--- src/rtl/pls_defines.vh ---
// Behaviour
// - Feedback divider equals the 6-bit feedback count plus 65, spanning 65 to 128.
// - Two-bit range code sets the pre-divide-by-two and the output postscaler.
// - Output equals reference times (count+65) over reference count times 8, 4, 2, 1.
// - Each PLL uses a 5-bit reference byte and a feedback-plus-range byte.
// - System PLL uses exactly one reference register and one feedback register.
// - Pixel PLL has a fixed reference divider and sixteen slots, one pair selected.
// - Direct style: fixed reference divider plus one of sixteen feedback slots.
// - Multiply-over-divide style: slots form eight pairs, multiply first, fixed ignored.
// - Selection from external 2-bit pins or internal 4-bit field; bit 3 ignored in pairs.
// - Style field 000, 001, 010, 011 pick source and style as tabled.
// - External selection gives four choices; internal gives eight pairs or sixteen slots.
// - Reset selects the legacy mode and loads legacy power-on values.
// - Reset loads system feedback byte 0x41 and system reference byte 0x08.
// - Reset loads slot 0 with 0x05, slot 1 with 0x0E, fixed divider 0x05.
`ifndef PLS_DEFINES_VH
`define PLS_DEFINES_VH

// ------------------------------------------------------------
// Register indices, byte address is four times the index
// ------------------------------------------------------------
`define PLS_IDX_PIX_CTRL1    8'h10
`define PLS_IDX_PIX_CTRL2    8'h11
`define PLS_IDX_PIX_FIXED    8'h14
`define PLS_IDX_SYS_REF      8'h15
`define PLS_IDX_SYS_FB       8'h16
`define PLS_IDX_SLOT_BASE    8'h20
`define PLS_IDX_SLOT_LAST    8'h2F
`define PLS_IDX_RB_FB        8'h8E
`define PLS_IDX_RB_REF       8'h8F

// ------------------------------------------------------------
// Reset values
// ------------------------------------------------------------
`define PLS_RST_SYS_FB       8'h41
`define PLS_RST_SYS_REF      5'h08
`define PLS_RST_PIX_FIXED    5'h05
`define PLS_RST_SLOT0        8'h05
`define PLS_RST_SLOT1        8'h0E
`define PLS_RST_SLOT_OTHER   8'h00
`define PLS_RST_STYLE        3'h0
`define PLS_RST_INT_SEL      4'h0

// ------------------------------------------------------------
// Style and source codes, field constants
// ------------------------------------------------------------
`define PLS_STYLE_EXT_DIRECT 3'h0
`define PLS_STYLE_EXT_PAIR   3'h1
`define PLS_STYLE_INT_DIRECT 3'h2
`define PLS_STYLE_INT_PAIR   3'h3
`define PLS_FB_OFFSET        8'h41
`define PLS_RANGE_LOW        2'h0
`define PLS_RANGE_MIDLOW     2'h1
`define PLS_RANGE_MIDHIGH    2'h2
`define PLS_RANGE_HIGH       2'h3
`define PLS_RESP_OKAY        2'h0
`define PLS_RESP_SLVERR      2'h2

`endif

--- src/rtl/pls_pll_select.v ---
// Local design decisions: the AXI4-Lite interface to the registers and the placing of the registers.
`include "pls_defines.vh"

module pls_pll_select #(
  parameter ADDR_WIDTH = 12
) (
  input  wire                  clock,
  input  wire                  sys_rst,
  // AXI4-Lite slave
  input  wire [ADDR_WIDTH-1:0] awaddr,
  input  wire [2:0]            awprot,
  input  wire                  awvalid,
  output reg                   awready,
  input  wire [31:0]           wdata,
  input  wire [3:0]            wstrb,
  input  wire                  wvalid,
  output reg                   wready,
  output reg  [1:0]            bresp,
  output reg                   bvalid,
  input  wire                  bready,
  input  wire [ADDR_WIDTH-1:0] araddr,
  input  wire [2:0]            arprot,
  input  wire                  arvalid,
  output reg                   arready,
  output reg  [31:0]           rdata,
  output reg  [1:0]            rresp,
  output reg                   rvalid,
  input  wire                  rready,
  // External frequency select pins
  input  wire [1:0]            externalFreqSelectPins,
  // System clock PLL programming
  output reg  [4:0]            sysRefCount,
  output reg  [7:0]            sysFeedbackDivider,
  output reg  [1:0]            sysRangeSelectCode,
  output reg                   sysPreDivideTwo,
  output reg  [2:0]            sysPostDivide,
  output reg  [7:0]            sysTotalRefDivide,
  // Pixel PLL programming
  output reg  [4:0]            pixRefCount,
  output reg  [7:0]            pixFeedbackDivider,
  output reg  [1:0]            pixRangeSelectCode,
  output reg                   pixPreDivideTwo,
  output reg  [2:0]            pixPostDivide,
  output reg  [7:0]            pixTotalRefDivide
);

// ------------------------------------------------------------
// Functions
// ------------------------------------------------------------
function [7:0] feedbackDivider;
  input [5:0] count;
  begin
    feedbackDivider = {2'b00, count} + `PLS_FB_OFFSET;
  end
endfunction

function preDivideTwo;
  input [1:0] code;
  begin
    preDivideTwo = (code != `PLS_RANGE_HIGH);
  end
endfunction

function [2:0] postDivide;
  input [1:0] code;
  begin
    // Split of the 8/4/2/1 factor into pre-divide and postscaler
    if (code == `PLS_RANGE_LOW) begin
      postDivide = 3'h4;
    end else if (code == `PLS_RANGE_MIDLOW) begin
      postDivide = 3'h2;
    end else begin
      postDivide = 3'h1;
    end
  end
endfunction

function [7:0] totalRefDivide;
  input [4:0] count;
  input [1:0] code;
  begin
    // Largest product 31 x 8 still fits a byte
    if (code == `PLS_RANGE_LOW) begin
      totalRefDivide = {count, 3'b000};
    end else if (code == `PLS_RANGE_MIDLOW) begin
      totalRefDivide = {1'b0, count, 2'b00};
    end else if (code == `PLS_RANGE_MIDHIGH) begin
      totalRefDivide = {2'b00, count, 1'b0};
    end else begin
      totalRefDivide = {3'b000, count};
    end
  end
endfunction

function [8:0] regIndex;
  input [ADDR_WIDTH-1:0] addr;
  begin
    // Bit 8 flags an address outside the decoded window
    if ((addr >> 10) != 0 || addr[1:0] != 2'b00) begin
      regIndex = 9'h100;
    end else begin
      regIndex = {1'b0, addr[9:2]};
    end
  end
endfunction

// ------------------------------------------------------------
// Register storage
// ------------------------------------------------------------
reg [4:0]            sysRefReg;
reg [7:0]            sysFbReg;
reg [4:0]            pixFixedRef;
reg [7:0]            pixelValueSlots [0:15];
reg [2:0]            styleSourceField;
reg [3:0]            internalFreqSelectField;

reg                  awHeld;
reg                  wHeld;
reg [ADDR_WIDTH-1:0] awAddrHeld;
reg [7:0]            wByteHeld;
reg                  wLaneHeld;
reg [1:0]            extSelMeta;
reg [1:0]            extSelSync;

reg [7:0]            next_selFb;
reg [4:0]            next_selRef;
reg [8:0]            wrIndex;
reg [8:0]            rdIndex;
reg [7:0]            rdValue;
reg                  rdHit;
integer              i;

// ------------------------------------------------------------
// External select synchroniser
// ------------------------------------------------------------
always @(posedge clock or posedge sys_rst) begin
  if (sys_rst) begin
    extSelMeta <= 2'b00;
    extSelSync <= 2'b00;
  end else begin
    extSelMeta <= externalFreqSelectPins;
    extSelSync <= extSelMeta;
  end
end

// ------------------------------------------------------------
// Pair selection
// ------------------------------------------------------------
always @* begin
  next_selFb  = pixelValueSlots[0];
  next_selRef = pixFixedRef;
  case (styleSourceField)
    `PLS_STYLE_EXT_DIRECT: begin
      next_selFb  = pixelValueSlots[{2'b00, extSelSync}];
      next_selRef = pixFixedRef;
    end
    `PLS_STYLE_EXT_PAIR: begin
      // Multiply sits in the even slot, divide in the odd one
      next_selFb  = pixelValueSlots[{1'b0, extSelSync, 1'b0}];
      next_selRef = pixelValueSlots[{1'b0, extSelSync, 1'b1}][4:0];
    end
    `PLS_STYLE_INT_DIRECT: begin
      next_selFb  = pixelValueSlots[internalFreqSelectField];
      next_selRef = pixFixedRef;
    end
    `PLS_STYLE_INT_PAIR: begin
      // Top select bit has no meaning with only eight pairs
      next_selFb  = pixelValueSlots[{internalFreqSelectField[2:0], 1'b0}];
      next_selRef = pixelValueSlots[{internalFreqSelectField[2:0], 1'b1}][4:0];
    end
    default: begin
      // Codes outside the legacy set fall back to external direct
      next_selFb  = pixelValueSlots[{2'b00, extSelSync}];
      next_selRef = pixFixedRef;
    end
  endcase
end

// ------------------------------------------------------------
// PLL programming outputs
// ------------------------------------------------------------
always @(posedge clock or posedge sys_rst) begin
  if (sys_rst) begin
    sysRefCount        <= `PLS_RST_SYS_REF;
    sysFeedbackDivider <= 8'h00;
    sysRangeSelectCode <= 2'h0;
    sysPreDivideTwo    <= 1'b0;
    sysPostDivide      <= 3'h0;
    sysTotalRefDivide  <= 8'h00;
    pixRefCount        <= `PLS_RST_PIX_FIXED;
    pixFeedbackDivider <= 8'h00;
    pixRangeSelectCode <= 2'h0;
    pixPreDivideTwo    <= 1'b0;
    pixPostDivide      <= 3'h0;
    pixTotalRefDivide  <= 8'h00;
  end else begin
    // Whole pair updates in one edge so no mixed pair is seen
    sysRefCount        <= sysRefReg;
    sysFeedbackDivider <= feedbackDivider(sysFbReg[5:0]);
    sysRangeSelectCode <= sysFbReg[7:6];
    sysPreDivideTwo    <= preDivideTwo(sysFbReg[7:6]);
    sysPostDivide      <= postDivide(sysFbReg[7:6]);
    sysTotalRefDivide  <= totalRefDivide(sysRefReg, sysFbReg[7:6]);
    pixRefCount        <= next_selRef;
    pixFeedbackDivider <= feedbackDivider(next_selFb[5:0]);
    pixRangeSelectCode <= next_selFb[7:6];
    pixPreDivideTwo    <= preDivideTwo(next_selFb[7:6]);
    pixPostDivide      <= postDivide(next_selFb[7:6]);
    pixTotalRefDivide  <= totalRefDivide(next_selRef, next_selFb[7:6]);
  end
end

// ------------------------------------------------------------
// Read decode
// ------------------------------------------------------------
always @* begin
  rdIndex = regIndex(araddr);
  rdValue = 8'h00;
  rdHit   = 1'b1;
  if (rdIndex == {1'b0, `PLS_IDX_PIX_CTRL1}) begin
    rdValue = {5'b00000, styleSourceField};
  end else if (rdIndex == {1'b0, `PLS_IDX_PIX_CTRL2}) begin
    rdValue = {4'h0, internalFreqSelectField};
  end else if (rdIndex == {1'b0, `PLS_IDX_PIX_FIXED}) begin
    rdValue = {3'b000, pixFixedRef};
  end else if (rdIndex == {1'b0, `PLS_IDX_SYS_REF}) begin
    rdValue = {3'b000, sysRefReg};
  end else if (rdIndex == {1'b0, `PLS_IDX_SYS_FB}) begin
    rdValue = sysFbReg;
  end else if (rdIndex >= {1'b0, `PLS_IDX_SLOT_BASE} &&
               rdIndex <= {1'b0, `PLS_IDX_SLOT_LAST}) begin
    rdValue = pixelValueSlots[rdIndex[3:0]];
  end else if (rdIndex == {1'b0, `PLS_IDX_RB_FB}) begin
    rdValue = {pixRangeSelectCode, pixFeedbackDivider[5:0] - 6'h01};
  end else if (rdIndex == {1'b0, `PLS_IDX_RB_REF}) begin
    rdValue = {3'b000, pixRefCount};
  end else begin
    rdHit = 1'b0;
  end
end

// ------------------------------------------------------------
// AXI4-Lite slave and register writes
// ------------------------------------------------------------
always @* begin
  wrIndex = regIndex(awAddrHeld);
end

always @(posedge clock or posedge sys_rst) begin
  if (sys_rst) begin
    awready                 <= 1'b1;
    wready                  <= 1'b1;
    bvalid                  <= 1'b0;
    bresp                   <= `PLS_RESP_OKAY;
    arready                 <= 1'b1;
    rvalid                  <= 1'b0;
    rresp                   <= `PLS_RESP_OKAY;
    rdata                   <= 32'h00000000;
    awHeld                  <= 1'b0;
    wHeld                   <= 1'b0;
    awAddrHeld              <= {ADDR_WIDTH{1'b0}};
    wByteHeld               <= 8'h00;
    wLaneHeld               <= 1'b0;
    sysRefReg               <= `PLS_RST_SYS_REF;
    sysFbReg                <= `PLS_RST_SYS_FB;
    pixFixedRef             <= `PLS_RST_PIX_FIXED;
    styleSourceField        <= `PLS_RST_STYLE;
    internalFreqSelectField <= `PLS_RST_INT_SEL;
    for (i = 0; i < 16; i = i + 1) begin
      pixelValueSlots[i] <= `PLS_RST_SLOT_OTHER;
    end
    pixelValueSlots[0]      <= `PLS_RST_SLOT0;
    pixelValueSlots[1]      <= `PLS_RST_SLOT1;
  end else begin
    if (awvalid && awready) begin
      awAddrHeld <= awaddr;
      awHeld     <= 1'b1;
      awready    <= 1'b0;
    end
    if (wvalid && wready) begin
      wByteHeld <= wdata[7:0];
      wLaneHeld <= wstrb[0];
      wHeld     <= 1'b1;
      wready    <= 1'b0;
    end
    if (awHeld && wHeld && !bvalid) begin
      awHeld <= 1'b0;
      wHeld  <= 1'b0;
      bvalid <= 1'b1;
      bresp  <= `PLS_RESP_OKAY;
      // Only lane 0 carries data; other lanes are ignored
      if (wrIndex == {1'b0, `PLS_IDX_PIX_CTRL1}) begin
        if (wLaneHeld) begin
          styleSourceField <= wByteHeld[2:0];
        end
      end else if (wrIndex == {1'b0, `PLS_IDX_PIX_CTRL2}) begin
        if (wLaneHeld) begin
          internalFreqSelectField <= wByteHeld[3:0];
        end
      end else if (wrIndex == {1'b0, `PLS_IDX_PIX_FIXED}) begin
        if (wLaneHeld) begin
          pixFixedRef <= wByteHeld[4:0];
        end
      end else if (wrIndex == {1'b0, `PLS_IDX_SYS_REF}) begin
        if (wLaneHeld) begin
          sysRefReg <= wByteHeld[4:0];
        end
      end else if (wrIndex == {1'b0, `PLS_IDX_SYS_FB}) begin
        if (wLaneHeld) begin
          sysFbReg <= wByteHeld;
        end
      end else if (wrIndex >= {1'b0, `PLS_IDX_SLOT_BASE} &&
                   wrIndex <= {1'b0, `PLS_IDX_SLOT_LAST}) begin
        if (wLaneHeld) begin
          pixelValueSlots[wrIndex[3:0]] <= wByteHeld;
        end
      end else if (wrIndex == {1'b0, `PLS_IDX_RB_FB} ||
                   wrIndex == {1'b0, `PLS_IDX_RB_REF}) begin
        // Readback registers ignore writes
        bresp <= `PLS_RESP_OKAY;
      end else begin
        bresp <= `PLS_RESP_SLVERR;
      end
    end
    if (bvalid && bready) begin
      bvalid  <= 1'b0;
      awready <= 1'b1;
      wready  <= 1'b1;
    end
    if (arvalid && arready) begin
      arready <= 1'b0;
      rvalid  <= 1'b1;
      rdata   <= {24'h000000, rdValue};
      rresp   <= rdHit ? `PLS_RESP_OKAY : `PLS_RESP_SLVERR;
    end
    if (rvalid && rready) begin
      rvalid  <= 1'b0;
      arready <= 1'b1;
    end
  end
end

endmodule // pls_pll_select
--- config.mk ---
export PLATFORM = sky130hd
export DESIGN_NAME = pls_pll_select
export DESIGN_NICKNAME = d
export VERILOG_FILES = /design/src/rtl/pls_pll_select.v
export VERILOG_INCLUDE_DIRS = /design/src /design/src/rtl
export SDC_FILE = /design/constraint.sdc
export NUM_CORES = 1
export LEC_CHECK = 0
export BUFFER_PORTS_ARGS = -buffer_cell sky130_fd_sc_hd__buf_2
export CAP_MARGIN = 0
export CORE_MARGIN = 5
export CORE_UTILIZATION = 55
export CTS_CLUSTER_DIAMETER = 80
export DETAILED_ROUTE_END_ITERATION = 7
export MAX_ROUTING_LAYER = met4
export PLACE_DENSITY = 0.76
export SKIP_LAST_GASP = 1
export SYNTH_ARGS = -nofsm -noshare
export SYNTH_HDL_FRONTEND = slang
export SYNTH_SLANG_ARGS = --single-unit
--- constraint.sdc ---
create_clock -name clock -period 8.9 [get_ports clock]
set_input_delay 0.445 -clock clock [delete_from_list [all_inputs] [get_ports clock]]
set_output_delay 0.445 -clock clock [all_outputs]
set_load 0.05 [all_outputs]
==> results.md <==
- Antenna violations before repair: 0
- Placed cell area: 14500 µm²
- Boundary Pins: 170
- Die footprint: 28600 µm²
- Residual DRC: 0
- Pwr dens: 190 nW/µm²
- Post-Route WL: 37400 µm
- HPWL after DPL: 25300 µm
- Starting Density: 55.5%
- Worst-path clk slew: 0.06 ns
- WHS Path Cells: 1
- PostCTS Resize Cnt: 0
- Slowest-stage cell, CP: buf_4
- Avg Cell Area, Syn: 12.5 µm²
- Clock period minus worst slack: 3.41 ns
- Ys async rst share: 100%
- Seq cells post-synth: 249
- Number of flops mapped to enable cells by yosys: 0
- CTS Hold Bufs: 1
- Number of max-cap violations: 0
- Relative slew margins: 24.5%
- Leak: 6.75 nW
- Finished layout cell area: 15400 µm²
- Critical Path Max Stage Delay: 0.71 ns
- Antenna diode count: 0
- H-Tree Depth: 1
- Layout Nets: 1271
- Hold EP: extSelMeta[0]$_DFF_PP0_
- Gr ovfl total: 0
- Worst hold start: externalFreqSelectPins[0]
- WP buf/inv: 2
- Peak supply drop: 0.241 mV
- Critical path cell sequence: buf_4 > mux4_1 > mux4_2 > and2_1 > o22a_1 > inv_1 > nor2_1 > o2bb2ai_1
- Vias: 10200
- Share of cells above drive strength 1: 39.1%
- Iter 0 DRT Violations: 1085
- Final Max Slew Viols: 0
- Core area: 25000 µm²
- Main synth FF type: dfrtp_1
- Slew @ Worst Pin: 1.13 ns
- Row cnt: 58
- WS Path Type: reg2reg
- Vias in the first global route: 9991
- Die H: 169 µm
- Register area share after synthesis: 45.0%
- Routed len/inst: 24.2 µm
- Final Core Density: 61.7%
- Max FO, Critical Path: 62
- Worst min path class: in2reg
- Postcts setup bufs: 0
- FF-to-FF setup slack: 5.49 ns
- TNS Setup: 0 ns
- Port bufs: 110
- Origin of the critical flop-to-flop path: internalFreqSelectField[0]$_DFFE_PP0P_
- Netlist Area Pre-Place: 13900 µm²
- Routed vias/inst: 6.60
- RD Place Congestion: 0.965
- Crit share post-route: 38.4%
- Synth warn: 0
- Fmax: 293 MHz
- CP top delay family: multiplexers
- Final Hold Fails: 0
- First-pass GRT wire length: 58600 µm
- CTS Buf Count: 27
- R2R cell count: 8
- TritonCTS clock tree: built
- Critical Path Sink Type: flip-flop
- RSZ-0062 raised after global routing: false
- Largest net degree at the start of global routing: 111
- Die Width: 169 µm
- Clk buf depth: 3
- 1st-pass router iterations: 5
- Area growth syn-to-layout: 11.1%
- # clock sinks: 249
- Power Total: 2.94 mW
- Startpoint class of the critical path: flip-flop
- Root Driver: clkbuf_16
- Aggregate global-route resource usage: 26.9%
- Worst skew pair latency: 0.54 ns
- Clock skew: 0.0224 ns
- Post-synthesis cell count: 1115
- Status: finished, final reports clean
- ANT nets after route: 0
- Final setup viols: 0
- WHS: 0.0113 ns
- Crit path arrival time: 3.82 ns
- Req. time, crit path: 9.30 ns
- Yosys cell types: 75
- FF-to-FF End: pixTotalRefDivide[5]$_DFF_PP0_
## sequential cells by signal, summed over array words and instances (netlist names), 3 cells and up
register,flops
internalFreqSelectField,4
pixPostDivide,3
sysTotalRefDivide,8
rdata,8
pixelValueSlots,128
pixFixedRef,5
pixTotalRefDivide,8
sysFeedbackDivider,8
sysPostDivide,3
sysRefReg,5
sysRefCount,5
styleSourceField,3
pixRefCount,5
wByteHeld,8
pixFeedbackDivider,8
awAddrHeld,12
sysFbReg,8
## power breakdown
group | total [mW] | switching [mW] | internal, mW | leakage [nW]
combinational | 0.363 | 0.233 | 0.130 | 2.99
sequential | 1.40 | 0.186 | 1.21 | 3.30
clock | 1.18 | 0.458 | 0.723 | 0.452
## cells in the final DEF (no fill, tap or decap), types with 5 or more instances in the layout
master     count
xor2_1         6
buf_4         15
mux2_2       182
clkbuf_16     27
nor2b_1        6
xnor2_1        6
o2bb2ai_1      9
dfstp_2       16
o21ai_0       42
a221oi_1      14
bufinv_16      5
a21oi_1       42
mux2_1         6
buf_2        110
or3_1          5
o221ai_1       5
conb_1        26
inv_1         16
nand3b_1       6
nand2b_1       9
o22ai_1       15
mux4_1         6
a22oi_1       22
dfrtp_1      230
mux4_2        69
and2_1         7
nor2_2        19
clkbuf_1       8
mux2i_1       60
nand2_1       60
and3_1         5
nand3_1       17
o211ai_1       6
nor2_1        52
## cells by family after synthesis
family / synth area share [%]
AOI/OAI and AO/OA: 9.68
xor gates and xnor gates: 0.756
adders and majority gates: 0.270
buffers and inverters: 4.71
DFF: 45.0
muxes: 31.9
other: 0.0270
and+or+nand+nor: 7.75
## how the worst max path moves through the flow
stage / start / to / depth (start not counted)
floorplan: sys_rst / awAddrHeld[0]$_DFFE_PP0P_ / 1
global placement: araddr[11] / rdata[5]$_DFFE_PP0P_ / 8
detailed placement: araddr[11] / rdata[5]$_DFFE_PP0P_ / 8
CTS: internalFreqSelectField[0]$_DFFE_PP0P_ / pixTotalRefDivide[5]$_DFF_PP0_ / 8
global route: internalFreqSelectField[0]$_DFFE_PP0P_ / pixTotalRefDivide[5]$_DFF_PP0_ / 8
finish: internalFreqSelectField[0]$_DFFE_PP0P_ / pixTotalRefDivide[5]$_DFF_PP0_ / 8
## metrics by stage
stage / cells / setup slack, ns
final: 1544 / 5.49
after global routing: 1544 / 5.33
after CTS: 1544 / 5.53
after detailed placement: 1493 / 5.45
after global placement: 1493 / 5.53
after floorplan: 1140 / 1.64
## metal layers
layer	global-route usage (%)	part of all wire [%]	up-vias
met2	40.6	46	616
met3	4.76	10	117
li1	-	-	4325
met5	-	0	-
met4	11.7	5.3	0
met1	36.1	39	5137
## worst reg2reg max path, delay by kind of cell (launching register included)
kind	cells	cell delay [ns]
compound gates	2	0.56
buf+inv	2	0.90
flops	1	0.34
mux	2	1.23
simple gates	2	0.25
## synthesized netlist by cell type (14+ instances only)
cell type / instances / area (µm²)
a21oi_1: 42 / 210
a221oi_1: 14 / 123
a22oi_1: 22 / 165
buf_2: 14 / 70.1
buf_4: 40 / 300
clkbuf_1: 33 / 124
dfrtp_1: 233 / 5830
dfstp_2: 16 / 420
inv_1: 17 / 63.8
mux2_2: 182 / 2050
mux2i_1: 60 / 601
mux4_2: 69 / 1550
nand2_1: 60 / 225
nand3_1: 17 / 85.1
nor2_1: 52 / 195
nor2_2: 19 / 119
o21ai_0: 43 / 215
o22ai_1: 15 / 93.8
## cell type report
cell class / instances / area (µm²)
fill: 1906 / 9590
tap: 330 / 413
clock buffer: 37 / 733
timing repair buffer: 126 / 673
clock inverter: 13 / 206
sequential: 249 / 6250
inverter: 17 / 71.3
multi-input combinational: 772 / 7100
(Power assumes the default switching activity.)
